**config.mk**
```make
export PLATFORM = sky130hd
export DESIGN_NAME = lmcr_mode_regs
export DESIGN_NICKNAME = d
export VERILOG_FILES = /design/src/include/lmcr_pkg.sv /design/src/lmcr_mode_regs.sv
export VERILOG_INCLUDE_DIRS = /design/src /design/src/include
export SDC_FILE = /design/constraint.sdc
export NUM_CORES = 1
export LEC_CHECK = 0
export BUFFER_PORTS_ARGS = -buffer_cell sky130_fd_sc_hd__buf_4
export CORE_ASPECT_RATIO = 2
export CORE_MARGIN = 4
export CORE_UTILIZATION = 25
export CTS_CLUSTER_DIAMETER = 30
export DETAILED_ROUTE_END_ITERATION = 6
export PLACE_DENSITY = 0.43
export SLEW_MARGIN = 30
export SYNTH_ARGS = -nofsm -noshare
export SYNTH_HDL_FRONTEND = slang
export SYNTH_SLANG_ARGS = --single-unit
```
**constraint.sdc**
```tcl
create_clock -name clk -period 2.5 [get_ports clk]
set_clock_uncertainty 0.1 [all_clocks]
set_input_delay 0.5 -clock clk [delete_from_list [all_inputs] [get_ports clk]]
set_output_delay 0.5 -clock clk [all_outputs]
set_load 0.01 [all_outputs]
```
**src/include/lmcr_defines.svh**
```systemverilog
// Offsets, field positions and reset values of the LCD mode control registers.
// Assumes inclusion by bare name from files that use the lmcr_ prefix.
`ifndef LMCR_DEFINES_SVH
`define LMCR_DEFINES_SVH

// Register indexes; byte address is four times the index
`define LMCR_IDX_PANEL 6'h00
`define LMCR_IDX_MODE1 6'h02
`define LMCR_IDX_MODE2 6'h03
`define LMCR_IDX_PINS 6'h04

// Readable bits per register
`define LMCR_MASK_MODE1 8'hFF
`define LMCR_MASK_MODE2 8'h8F
`define LMCR_MASK_PANEL 8'h07
`define LMCR_MASK_PINS 8'h0F

// Pixel depth and display control fields
`define LMCR_M1_BPP_HI 7
`define LMCR_M1_BPP_LO 6
`define LMCR_M1_HIPERF 5
`define LMCR_M1_CLKDIV 4
`define LMCR_M1_BLANK 3
`define LMCR_M1_FREP 2
`define LMCR_M1_HWINV 1
`define LMCR_M1_SWINV 0

// Table bypass and power control fields
`define LMCR_M2_BYPASS 7
`define LMCR_M2_PWROVR 3
`define LMCR_M2_HPSEN 2
`define LMCR_M2_SPS_HI 1
`define LMCR_M2_SPS_LO 0

// Panel configuration fields
`define LMCR_PC_TYPE 0
`define LMCR_PC_COLOR 1
`define LMCR_PC_ROT 2

// General pin fields
`define LMCR_PN_P0CFG 0
`define LMCR_PN_P0VAL 1
`define LMCR_PN_P4CFG 2
`define LMCR_PN_P4VAL 3

// Reset values
`define LMCR_RST_MODE1 8'h00
`define LMCR_RST_MODE2 8'h00
`define LMCR_RST_PANEL 3'h0
`define LMCR_RST_PINS 4'h0

// Software power save codes
`define LMCR_SPS_SAVE 2'h0
`define LMCR_SPS_NORMAL 2'h3

// Frame counter
`define LMCR_FRAME_MAX 18'h3_FFFF
`define LMCR_FRAME_ZERO 18'h0_0000

// Bus answers
`define LMCR_RESP_OKAY 2'h0
`define LMCR_RESP_SLVERR 2'h2

`endif

```
**src/include/lmcr_pkg.sv**
```systemverilog
// Types of the LCD mode control register block.
// Assumes lmcr_defines.svh is compiled alongside.
package lmcr_pkg;

    typedef enum logic {
        LMCR_PWR_NORMAL = 1'b0,
        LMCR_PWR_SAVE = 1'b1
    } lmcr_power_type;

    typedef struct packed {
        logic [7:0] mode1;
        logic [7:0] mode2;
        logic [2:0] panelCfg;
        logic [3:0] pinCtl;
        logic bvalid;
        logic [1:0] bresp;
        logic rvalid;
        logic [1:0] rresp;
        logic [7:0] rdata;
        logic opPhase;
        logic pixEn;
        logic memEn;
        logic [2:0] memCnt;
        logic pin0S1;
        logic pin0S2;
        logic pin11S1;
        logic pin11S2;
        logic [7:0] pixStage;
        logic pixStageValid;
        logic [7:0] panelData;
        logic panelDataValid;
        logic [17:0] frameCnt;
        logic patternRestart;
        lmcr_power_type pwrMode;
        logic panelPower;
        logic panelSignalsOn;
        logic [3:0] pixel_depth_field;
    } lmcr_state_type;

endpackage

```
**src/lmcr_mode_regs.sv**
```systemverilog
// Mode control registers of an LCD controller with clock enables and pixel path.
// Assumes a single clock from the input clock pin and an AXI4-Lite master.
`timescale 1ns/100ps
`default_nettype none
`include "lmcr_defines.svh"

// How it works
// - Depth code 00/01/10 gives 1/2/4 bpp; 11 gives 8 bpp in colour.
// - Without high performance, memory clock is pixel clock over 8/4/2/1.
// - With high performance and unrotated display, memory clock equals pixel clock at every depth.
// - High performance bit is ignored while rotated display is active.
// - Divide bit 0 uses input clock as operating clock; 1 halves it.
// - Unrotated, pixel clock is the operating clock.
// - Blank bit drives every panel data line low.
// - Frame repeat wraps the frame counter at maximum; otherwise no repeat.
// - Passive panel: bit eleven is invert input or general pin four.
// - Software invert bit selects inverse video.
// - Hardware invert enabled on a passive panel: pin decides, software bit ignored.
// - Inversion is applied after the lookup table.
// - Gray modes use green table unless bypass bit is set.
// - Colour modes always use the table.
// - Override forces panel power off and signals low in power save.
// - Power save enable turns pin zero into power save input.
// - Pin zero as general pin: input reads level, output drives value.
// - Power save input is active high.
// - Software power save code 00 saves, 11 is normal operation.
// - Panel type bit: 0 passive, 1 active matrix.
// - Colour select bit: 0 monochrome, 1 colour.
module lmcr_mode_regs #(
    parameter int ADDR_W = 8,
    // Last count before wrap; lowered only to make wrap reachable in tests
    parameter logic [17:0] FRAME_LAST = `LMCR_FRAME_MAX
) (
    input wire logic clk,
    input wire logic rst,
    input wire logic [ADDR_W-1:0] s_axi_awaddr,
    input wire logic s_axi_awvalid,
    output logic s_axi_awready,
    input wire logic [31:0] s_axi_wdata,
    input wire logic [3:0] s_axi_wstrb,
    input wire logic s_axi_wvalid,
    output logic s_axi_wready,
    output logic [1:0] s_axi_bresp,
    output logic s_axi_bvalid,
    input wire logic s_axi_bready,
    input wire logic [ADDR_W-1:0] s_axi_araddr,
    input wire logic s_axi_arvalid,
    output logic s_axi_arready,
    output logic [31:0] s_axi_rdata,
    output logic [1:0] s_axi_rresp,
    output logic s_axi_rvalid,
    input wire logic s_axi_rready,
    input wire logic [7:0] pixData,
    input wire logic pixValid,
    output logic pixReady,
    output logic [7:0] lutAddr,
    input wire logic [7:0] lutData,
    output logic [7:0] panelDataLines,
    output logic panelDataValid,
    input wire logic frameStart,
    output logic [17:0] frameCount,
    output logic patternRestart,
    output logic pixelClockEn,
    output logic memoryClockEn,
    output logic [3:0] bitsPerPixel,
    input wire logic seqPowerOn,
    input wire logic seqSignalsOn,
    output logic panelPowerOutput,
    output logic panelSignalsOn,
    output logic powerSaveActive,
    input wire logic generalPinZeroIn,
    output logic generalPinZeroOut,
    output logic generalPinZeroOe,
    input wire logic panelDataBitElevenIn,
    output logic generalPinFourOut,
    output logic generalPinFourOe
);

    lmcr_pkg::lmcr_state_type s_q;
    lmcr_pkg::lmcr_state_type s_d;

    logic wrGo;
    logic rdGo;
    logic [5:0] wrIdx;
    logic [5:0] rdIdx;
    logic passive;
    logic colour;
    logic rotated;
    logic [3:0] depth;
    logic [2:0] nextMask;
    logic hwInvActive;
    logic invertNow;
    logic useLut;
    logic forceOff;
    logic [7:0] pixOut;

    function automatic logic [3:0] depthBits(input logic [1:0] code, input logic col);
        logic [3:0] bits;
        bits = 4'h4;
        unique case (code)
            2'h0: bits = 4'h1;
            2'h1: bits = 4'h2;
            2'h2: bits = 4'h4;
            2'h3: bits = col ? 4'h8 : 4'h4;
        endcase
        return bits;
    endfunction

    function automatic logic [2:0] divMask(input logic [3:0] bits);
        logic [2:0] m;
        m = 3'h0;
        unique case (bits)
            4'h1: m = 3'h7;
            4'h2: m = 3'h3;
            4'h4: m = 3'h1;
            default: m = 3'h0;
        endcase
        return m;
    endfunction

    function automatic logic [7:0] depthMask(input logic [3:0] bits);
        return 8'(({4'h0, bits} == 8'h08) ? 8'hFF : ((8'h01 << bits) - 8'h01));
    endfunction

    function automatic logic [7:0] readReg(input logic [5:0] idx,
                                           input lmcr_pkg::lmcr_state_type s);
        logic [7:0] v;
        logic p0;
        logic p4;
        v = 8'h00;
        p0 = s.pinCtl[`LMCR_PN_P0CFG] ? s.pinCtl[`LMCR_PN_P0VAL] : s.pin0S2;
        p4 = s.pinCtl[`LMCR_PN_P4CFG] ? s.pinCtl[`LMCR_PN_P4VAL] : s.pin11S2;
        case (idx)
            `LMCR_IDX_MODE1: v = s.mode1 & `LMCR_MASK_MODE1;
            `LMCR_IDX_MODE2: v = s.mode2 & `LMCR_MASK_MODE2;
            `LMCR_IDX_PANEL: v = {5'h00, s.panelCfg} & `LMCR_MASK_PANEL;
            `LMCR_IDX_PINS: begin
                v = {4'h0, p4, s.pinCtl[`LMCR_PN_P4CFG], p0, s.pinCtl[`LMCR_PN_P0CFG]};
                v = v & `LMCR_MASK_PINS;
            end
            default: v = 8'h00;
        endcase
        return v;
    endfunction

    function automatic logic regHit(input logic [5:0] idx);
        return idx == `LMCR_IDX_MODE1 || idx == `LMCR_IDX_MODE2 ||
               idx == `LMCR_IDX_PANEL || idx == `LMCR_IDX_PINS;
    endfunction

    // Write address and data are taken together, one response outstanding
    assign wrGo = s_axi_awvalid && s_axi_wvalid && !s_q.bvalid;
    assign rdGo = s_axi_arvalid && !s_q.rvalid;
    assign wrIdx = s_axi_awaddr[7:2];
    assign rdIdx = s_axi_araddr[7:2];
    assign s_axi_awready = wrGo;
    assign s_axi_wready = wrGo;
    assign s_axi_arready = !s_q.rvalid;

    assign passive = !s_q.panelCfg[`LMCR_PC_TYPE];
    assign colour = s_q.panelCfg[`LMCR_PC_COLOR];
    assign rotated = s_q.panelCfg[`LMCR_PC_ROT];
    assign depth = depthBits(s_q.mode1[`LMCR_M1_BPP_HI:`LMCR_M1_BPP_LO], colour);
    // High performance only counts unrotated
    assign nextMask = (s_q.mode1[`LMCR_M1_HIPERF] && !rotated) ? 3'h0 : divMask(depth);
    assign hwInvActive = passive && s_q.mode1[`LMCR_M1_HWINV];
    assign invertNow = hwInvActive ? s_q.pin11S2 : s_q.mode1[`LMCR_M1_SWINV];
    assign useLut = colour || !s_q.mode2[`LMCR_M2_BYPASS];
    assign forceOff = s_q.mode2[`LMCR_M2_PWROVR] && s_q.pwrMode == lmcr_pkg::LMCR_PWR_SAVE;
    // Invert after the table, then trim to the active depth
    assign pixOut = ((useLut ? lutData : s_q.pixStage) ^ {8{invertNow}}) & depthMask(depth);

    always_comb begin
        logic [1:0] sps;
        sps = s_q.mode2[`LMCR_M2_SPS_HI:`LMCR_M2_SPS_LO];
        s_d = s_q;
        s_d.pin0S1 = generalPinZeroIn;
        s_d.pin0S2 = s_q.pin0S1;
        s_d.pin11S1 = panelDataBitElevenIn;
        s_d.pin11S2 = s_q.pin11S1;
        s_d.pixel_depth_field = depth;

        if (wrGo) begin
            s_d.bvalid = 1'b1;
            s_d.bresp = regHit(wrIdx) ? `LMCR_RESP_OKAY : `LMCR_RESP_SLVERR;
            if (s_axi_wstrb[0]) begin
                case (wrIdx)
                    `LMCR_IDX_MODE1: s_d.mode1 = s_axi_wdata[7:0] & `LMCR_MASK_MODE1;
                    `LMCR_IDX_MODE2: s_d.mode2 = s_axi_wdata[7:0] & `LMCR_MASK_MODE2;
                    `LMCR_IDX_PANEL: s_d.panelCfg = s_axi_wdata[2:0];
                    `LMCR_IDX_PINS: s_d.pinCtl = s_axi_wdata[3:0];
                    default: s_d.mode1 = s_q.mode1;
                endcase
            end
        end else if (s_q.bvalid && s_axi_bready) begin
            s_d.bvalid = 1'b0;
        end

        if (rdGo) begin
            s_d.rvalid = 1'b1;
            s_d.rresp = regHit(rdIdx) ? `LMCR_RESP_OKAY : `LMCR_RESP_SLVERR;
            s_d.rdata = readReg(rdIdx, s_q);
        end else if (s_q.rvalid && s_axi_rready) begin
            s_d.rvalid = 1'b0;
        end

        // Operating clock enable: every cycle, or every other one when halved
        s_d.opPhase = s_q.mode1[`LMCR_M1_CLKDIV] ? !s_q.opPhase : 1'b0;
        s_d.pixEn = !s_q.mode1[`LMCR_M1_CLKDIV] || s_q.opPhase;

        // New ratio is loaded only at wrap, so no short or long memory pulse
        s_d.memEn = 1'b0;
        if (s_q.pixEn) begin
            if (s_q.memCnt == 3'h0) begin
                s_d.memEn = 1'b1;
                s_d.memCnt = nextMask;
            end else begin
                s_d.memCnt = s_q.memCnt - 3'h1;
            end
        end

        s_d.patternRestart = 1'b0;
        if (frameStart) begin
            if (s_q.frameCnt != FRAME_LAST) begin
                s_d.frameCnt = s_q.frameCnt + 18'h0_0001;
            end else if (s_q.mode1[`LMCR_M1_FREP]) begin
                s_d.frameCnt = `LMCR_FRAME_ZERO;
                s_d.patternRestart = 1'b1;
            end
        end

        if (s_q.pixEn) begin
            s_d.pixStageValid = pixValid;
            if (pixValid) begin
                s_d.pixStage = pixData;
            end
            s_d.panelDataValid = s_q.pixStageValid;
            if (s_q.pixStageValid) begin
                s_d.panelData = pixOut;
            end
        end
        // Blank and forced-off hold the lines low at once
        if (s_q.mode1[`LMCR_M1_BLANK] || forceOff || !s_q.panelSignalsOn) begin
            s_d.panelData = 8'h00;
        end

        if ((s_q.mode2[`LMCR_M2_HPSEN] && s_q.pin0S2) || sps == `LMCR_SPS_SAVE) begin
            s_d.pwrMode = lmcr_pkg::LMCR_PWR_SAVE;
        end else if (sps == `LMCR_SPS_NORMAL) begin
            s_d.pwrMode = lmcr_pkg::LMCR_PWR_NORMAL;
        end
        s_d.panelPower = !forceOff && seqPowerOn;
        s_d.panelSignalsOn = !forceOff && seqSignalsOn;
    end

    always_ff @(posedge clk) begin
        if (rst) begin
            s_q <= '{mode1: `LMCR_RST_MODE1, mode2: `LMCR_RST_MODE2,
                     panelCfg: `LMCR_RST_PANEL, pinCtl: `LMCR_RST_PINS,
                     bresp: `LMCR_RESP_OKAY, rresp: `LMCR_RESP_OKAY,
                     frameCnt: `LMCR_FRAME_ZERO, pwrMode: lmcr_pkg::LMCR_PWR_SAVE,
                     pixel_depth_field: 4'h1, default: '0};
        end else begin
            s_q <= s_d;
        end
    end

    assign s_axi_bvalid = s_q.bvalid;
    assign s_axi_bresp = s_q.bresp;
    assign s_axi_rvalid = s_q.rvalid;
    assign s_axi_rresp = s_q.rresp;
    assign s_axi_rdata = {24'h00_0000, s_q.rdata};
    assign pixReady = s_q.pixEn;
    assign lutAddr = s_q.pixStage;
    assign panelDataLines = s_q.panelData;
    assign panelDataValid = s_q.panelDataValid;
    assign frameCount = s_q.frameCnt;
    assign patternRestart = s_q.patternRestart;
    assign pixelClockEn = s_q.pixEn;
    assign memoryClockEn = s_q.memEn;
    assign bitsPerPixel = s_q.pixel_depth_field;
    assign panelPowerOutput = s_q.panelPower;
    assign panelSignalsOn = s_q.panelSignalsOn;
    assign powerSaveActive = s_q.pwrMode == lmcr_pkg::LMCR_PWR_SAVE;
    // Pin zero drives only as a general output pin
    assign generalPinZeroOe = !s_q.mode2[`LMCR_M2_HPSEN] && s_q.pinCtl[`LMCR_PN_P0CFG];
    assign generalPinZeroOut = s_q.pinCtl[`LMCR_PN_P0VAL];
    assign generalPinFourOe = passive && !s_q.mode1[`LMCR_M1_HWINV] &&
                              s_q.pinCtl[`LMCR_PN_P4CFG];
    assign generalPinFourOut = s_q.pinCtl[`LMCR_PN_P4VAL];
endmodule
`default_nettype wire

```
==> metrics, run 1 <==
final WL 12.7 mm; Routed WL per cell between 15 and 20 um; share of post-route cells with drive strength above 1 0.268; post-route ant nets 0; Cells after Synth between 500 and 600; FF+latch count, synth 86; Area Overhead vs Synth 23.0%; vias per cell approximately 4.5; power per cell area between 500 and 600 nW/um^2; Syn. warnings 0; Post-synth top flop dfxtp_1; GPL Wtd Cong between 0.8 and 0.9; CTS sink cnt 86; Placed Instances 770; DRC viols 0; initial DRC count between 60 and 70; FMAX 435 MHz; CTS tree built; met3 Use GR 0.0319; antenna cells 0; WP data required 2.61 ns; H-tree levels 3; first-pass GRT wire length 19.5 mm; peak fanout along the critical path 12; setup tns final 0 ns; commonest cells in the netlist dfxtp_1, buf_4, nor2_1; Initial Util 0.256; die height a little under 200 um; top-area cell type share of the netlist area 0.397; die width around 100 um; FF/Latch Area 1720 um^2; row cnt between 60 and 70; Post-Syn Area approximately 4300 um^2; Layout Cells excl Fill between 700 and 800; count of cell types in the netlist around 50; critical path type reg -> reg; Synth Area per Inst 8.64 um^2; core area between 15000 and 20000 um^2; worst hold stages 2; CTS clock-pin slew for the worst setup and hold paths ~0.060 ns; # resized after CTS 0; reg2reg path depth 6; Synth area leader dfxtp_1; gr busiest metal met2; P_leak ~2.3 nW; Hold Vio Cnt, Final 0; Synth area leaders dfxtp_1, buf_4, mux2i_1; footprint of the multi-input gates roughly 2000 um^2; Clock Latency Late Sink around 0.34 ns; Root Driver clkbuf_16; largest net degree at the start of global routing 37; CTS Buffer Depth 2; MaxCap Viol Count 0; layout filler cell count 1852; drt pass-1 iters 5; Crit path arrival time between 2 and 2.5 ns; met2 usage 0.259; met1 Use GR 0.118; postcts setup bufs 0; fin. max-slew vios 0; I/O Pins around 170; cts bufs inserted 9; Post-synth EDFFs 0; Final min period between 2 and 2.5 ns; fraction of registers with async set/reset 0; hold crit path type in -> reg; hold buffers post-CTS 0; outcome completed; nature of the critical path endpoint register; # setup viols final 0; unrepaired setup endpoints after global routing no; initial antenna violation count 0; vias in the first global route 3731; gr usage total 0.128; count leader, synth dfxtp_1; register area share after synthesis 0.397; crit path launch type register; grt total ovfl 0; Layout Nets 658; Final Cycle Share 0.920; # port buffers approximately 110; Peak VDD IR 0.368 mV; detailed placement HPWL between 10 and 15 mm; die area between 15000 and 20000 um^2; vias after detailed routing between 3000 and 4000
## state kept, by name, summed over array words and instances, names as in the netlist, 2 cells and up
| name | count |
|---|---|
| s_d | 2 |
| s_axi_rdata | 8 |
| lutAddr | 8 |
| frameCount | 18 |
| panelDataLines | 8 |
| bitsPerPixel | 4 |
| s_q | 23 |
## cell type report
class | instances | share of cell area
Multi-Input combinational cell | 333 | 0.377
Sequential cell | 86 | 0.323
Timing Repair Buffer | 132 | 0.186
Tap cell | 207 | 0.0486
Clock buffer | 10 | 0.0448
Clock inverter | 6 | 0.0129
Inverter | 12 | 0.00844
## stage by stage
| step | utilization | total power, W | area [um^2] | worst slack [ns] | hold slack (ns) |
|---|---|---|---|---|---|
| 6_report | 0.315 | 0.00311 | 5330 | 0.200 | 0.240 |
| 5_1_grt | 0.315 | 0.00327 | 5330 | 0.115 | 0.222 |
| 4_1_cts | 0.315 | 0.00318 | 5330 | 0.190 | 0.224 |
| 3_5_place_dp | 0.297 | 0.00175 | 5030 | 0.218 | 0.326 |
| 3_3_place_gp | 0.297 | 0.00174 | 5030 | 0.240 | 0.306 |
| 2_1_floorplan | - | 0.00165 | 4430 | 0.392 | 0.298 |
## final timing paths
check / start / endpoint / slack [ns]
worst max-delay path: frameCount[1] / frameCount[4] / 0.20
worst min-delay path: s_axi_rready / s_axi_rvalid / 0.24
worst max register to register: frameCount[1] / frameCount[4] / 0.20
worst min register to register: s_q[53] / s_q[53] / 0.33
## cells in the final DEF (no fill, tap or decap), drive strengths merged, types with 11 or more instances in the layout
master	count
nor2	59
buf	132
nand2	32
dfxtp	86
conb	26
a21oi	29
nand3	31
inv	14
mux2i	38
nor3	11
## critical path: stages, from the launching register on
cell	delay, ns
dfxtp_1	0.42
ha_1	0.21
inv_1	0.06
or4b_4	0.57
or4_4	0.47
nand2b_2	0.25
nor3_1	0.10
## per-layer routing
layer | vias up | wire, um
li1 | 1764 | -
met3 | 21 | 769
met4 | 0 | 283
met1 | 1654 | 4240
met2 | 110 | 7410
met5 | - | 0
## kinds of logic (layout without fill, tap and decap cells)
logic type,after synthesis,count (layout),share of synthesized area
simple gates,190,190,0.222
buf+inv,108,160,0.162
xor+xnor,18,18,0.0363
fa+ha+maj,4,4,0.0110
mux,38,38,0.0906
flops,86,86,0.397
compound gates,57,57,0.0808
other cells,1,26,0.000864
## report_power, final
part | switching [W] | leakage (nW) | internal (W) | total (W)
logic | 0.000157 | 1.41 | 0.000131 | 0.000288
clock network | 0.000591 | 0.149 | 0.000810 | 0.00140
registers | 0.0000212 | 0.699 | 0.00140 | 0.00142
total | 0.000769 | 2.26 | 0.00234 | 0.00311
Note: power is estimated with default switching activity, not from simulation.
==> run 2, diff against run 1 <==
--- a/config.mk
+++ b/config.mk
@@ -7,12 +7,14 @@
 export NUM_CORES = 1
 export LEC_CHECK = 0
 export BUFFER_PORTS_ARGS = -buffer_cell sky130_fd_sc_hd__buf_4
+export CELL_PAD_IN_SITES_DETAIL_PLACEMENT = 0
+export CELL_PAD_IN_SITES_GLOBAL_PLACEMENT = 1
 export CORE_ASPECT_RATIO = 2
 export CORE_MARGIN = 4
 export CORE_UTILIZATION = 25
 export CTS_CLUSTER_DIAMETER = 30
 export DETAILED_ROUTE_END_ITERATION = 6
-export PLACE_DENSITY = 0.43
+export PLACE_DENSITY = 0.56
 export SLEW_MARGIN = 30
 export SYNTH_ARGS = -nofsm -noshare
 export SYNTH_HDL_FRONTEND = slang
==> run 2 against run 1 <==
  * Cell count grew 0.13%
  * Wire length down 3.3%
  * Global-route usage decreased by 0.37 points
  * Die area is the same
  * Largest power group unchanged
==> metrics, run 2 (synthesis gave the netlist of run 1 again) <==
first-pass GRT wire length 19.0 mm (-2.6%); grt total ovfl 0 (unchanged); Root Driver clkbuf_16; CTS Buffer Depth 2 (unchanged); initial antenna violation count 0 (unchanged); Reg with most FFs s_q; setup tns final 0 ns (unchanged); commonest non-fill, non-tap cells in the layout buf_4, dfxtp_1, nor2_1; Layout Cells excl Fill 787 (+0.13%); commonest non-fill, non-tap cell in the layout buf_4; Initial Util 0.256 (unchanged); gr usage total 0.124 (-0.00368); I/O Pins 172 (unchanged); Final Cycle Share 0.912 (-0.00811); postcts setup bufs 0 (unchanged); vias in the first global route 3678 (-1.4%); largest net degree at the start of global routing 31 (-16%); DRC viols 0 (unchanged); Critical-path top delay cell or4b_4; row cnt 67 (unchanged); Clock Latency Late Sink 0.34 ns (about the same); initial DRC count 108 (+61%); Placed Instances 771 (+0.13%); cts bufs inserted 9 (unchanged); max FFs per register 23 (unchanged); post-route ant nets 0 (unchanged); CTS sink cnt 86 (unchanged); GPL Wtd Cong 0.856 (-0.73%); hold buffers post-CTS 0 (unchanged); peak fanout along the critical path 12 (unchanged); MaxCap Viol Count 0 (unchanged); Layout Nets 659 (+0.15%); crit path launch type register; detailed placement HPWL 9.80 mm (-2.8%); WP data required 2.61 ns (about the same); final WL 12.3 mm (-3.3%); drt pass-1 iters 4 (-1); die height 194 um (unchanged); Finished Cell Area 5340 um^2 (about the same); vias per cell 4.51 (-0.16%); unrepaired setup endpoints after global routing no; CTS tree built; antenna cells 0 (unchanged); R2R Setup Slk 0.22 ns (+0.02 ns); # setup viols final 0 (unchanged); P_leak 2.26 nW (+0.18%); critical path type reg -> reg; Area Overhead vs Synth 23.1% (about the same); Placed Area 5030 um^2 (+0.15%); # port buffers 114 (unchanged); fin. max-slew vios 0 (unchanged); die width 101 um (unchanged); FMAX 439 MHz (+0.89%); share of post-route cells with drive strength above 1 0.269 (+0.00126); outcome completed; nature of the critical path endpoint register; CTS clock-pin slew for the worst setup and hold paths 0.07 ns (about the same); Final min period 2.28 ns (-0.0203 ns); H-tree levels 3 (unchanged); Routed WL per cell 15.6 um (-3.4%); core area 16900 um^2 (unchanged); power per cell area 580 nW/um^2 (-0.50%); # resized after CTS 0 (unchanged); Relative slew margins 0.622; worst-path cell chain ha_1 > inv_1 > or4b_4 > or4_4 > nand2b_2 > nor3_1; Crit path largest cell delay 0.58 ns (about the same); die area 19700 um^2 (unchanged); vias after detailed routing 3548 (-0.028%); worst-margin pin slew between 0.5 and 0.6 ns; Peak VDD IR 0.272 mV (-26%); Crit path arrival time 2.39 ns (-0.02 ns); Hold Vio Cnt, Final 0 (unchanged); hold crit path type in -> reg
==> run 2: path summary, 6_finish.rpt <==
kind | startpoint | endpoint | depth (start not counted)
min reg2reg | s_q[53] | s_q[53] | 1
min | s_axi_rready | s_axi_rvalid | 2
max reg2reg | frameCount[0] | frameCount[3] | 6
max | frameCount[0] | frameCount[3] | 6
==> run 2: power breakdown <==
group	switching, W	leakage (nW)	internal [W]
combinational	0.000155	1.41	0.000132
sequential	0.0000214	0.699	0.00140
clock	0.000598	0.149	0.000791
==> run 2: final cells by class <==
type / count / area (um^2)
Fill cell: 1825 / 11600
Clock buffer: 9 / 225
Inverter: 12 / 45.0
Timing Repair Buffer: 133 / 998
Tap cell: 207 / 259
Multi-Input combinational cell: 333 / 2010
Clock inverter: 7 / 80.1
Sequential cell: 86 / 1720
==> run 2: worst max-delay path, delay by kind of cell (launching register included) <==
family,cells,cell delay (ns)
buffers and inverters,1,0.07
adder cells (fa/ha/maj),1,0.19
AND/OR/NAND/NOR,4,1.39
flip-flops,1,0.41
==> run 2: per-stage QoR <==
step	util	total power, W	setup WS, ns	hold slack [ns]
floorplan	-	0.00165	0.392	0.298
detailed placement	0.297	0.00175	0.225	0.312
global route	0.315	0.00325	0.0876	0.221
finish	0.315	0.00310	0.220	0.240
CTS	0.315	0.00316	0.214	0.222
global placement	0.297	0.00174	0.229	0.307
==> run 2: per-layer routing <==
layer	up-vias	part of all wire	track usage
li1	1771	-	-
met1	1642	0.35	0.120
met5	-	0	0
met3	19	0.066	0.0348
met4	0	0.032	0.0542
met2	116	0.56	0.235
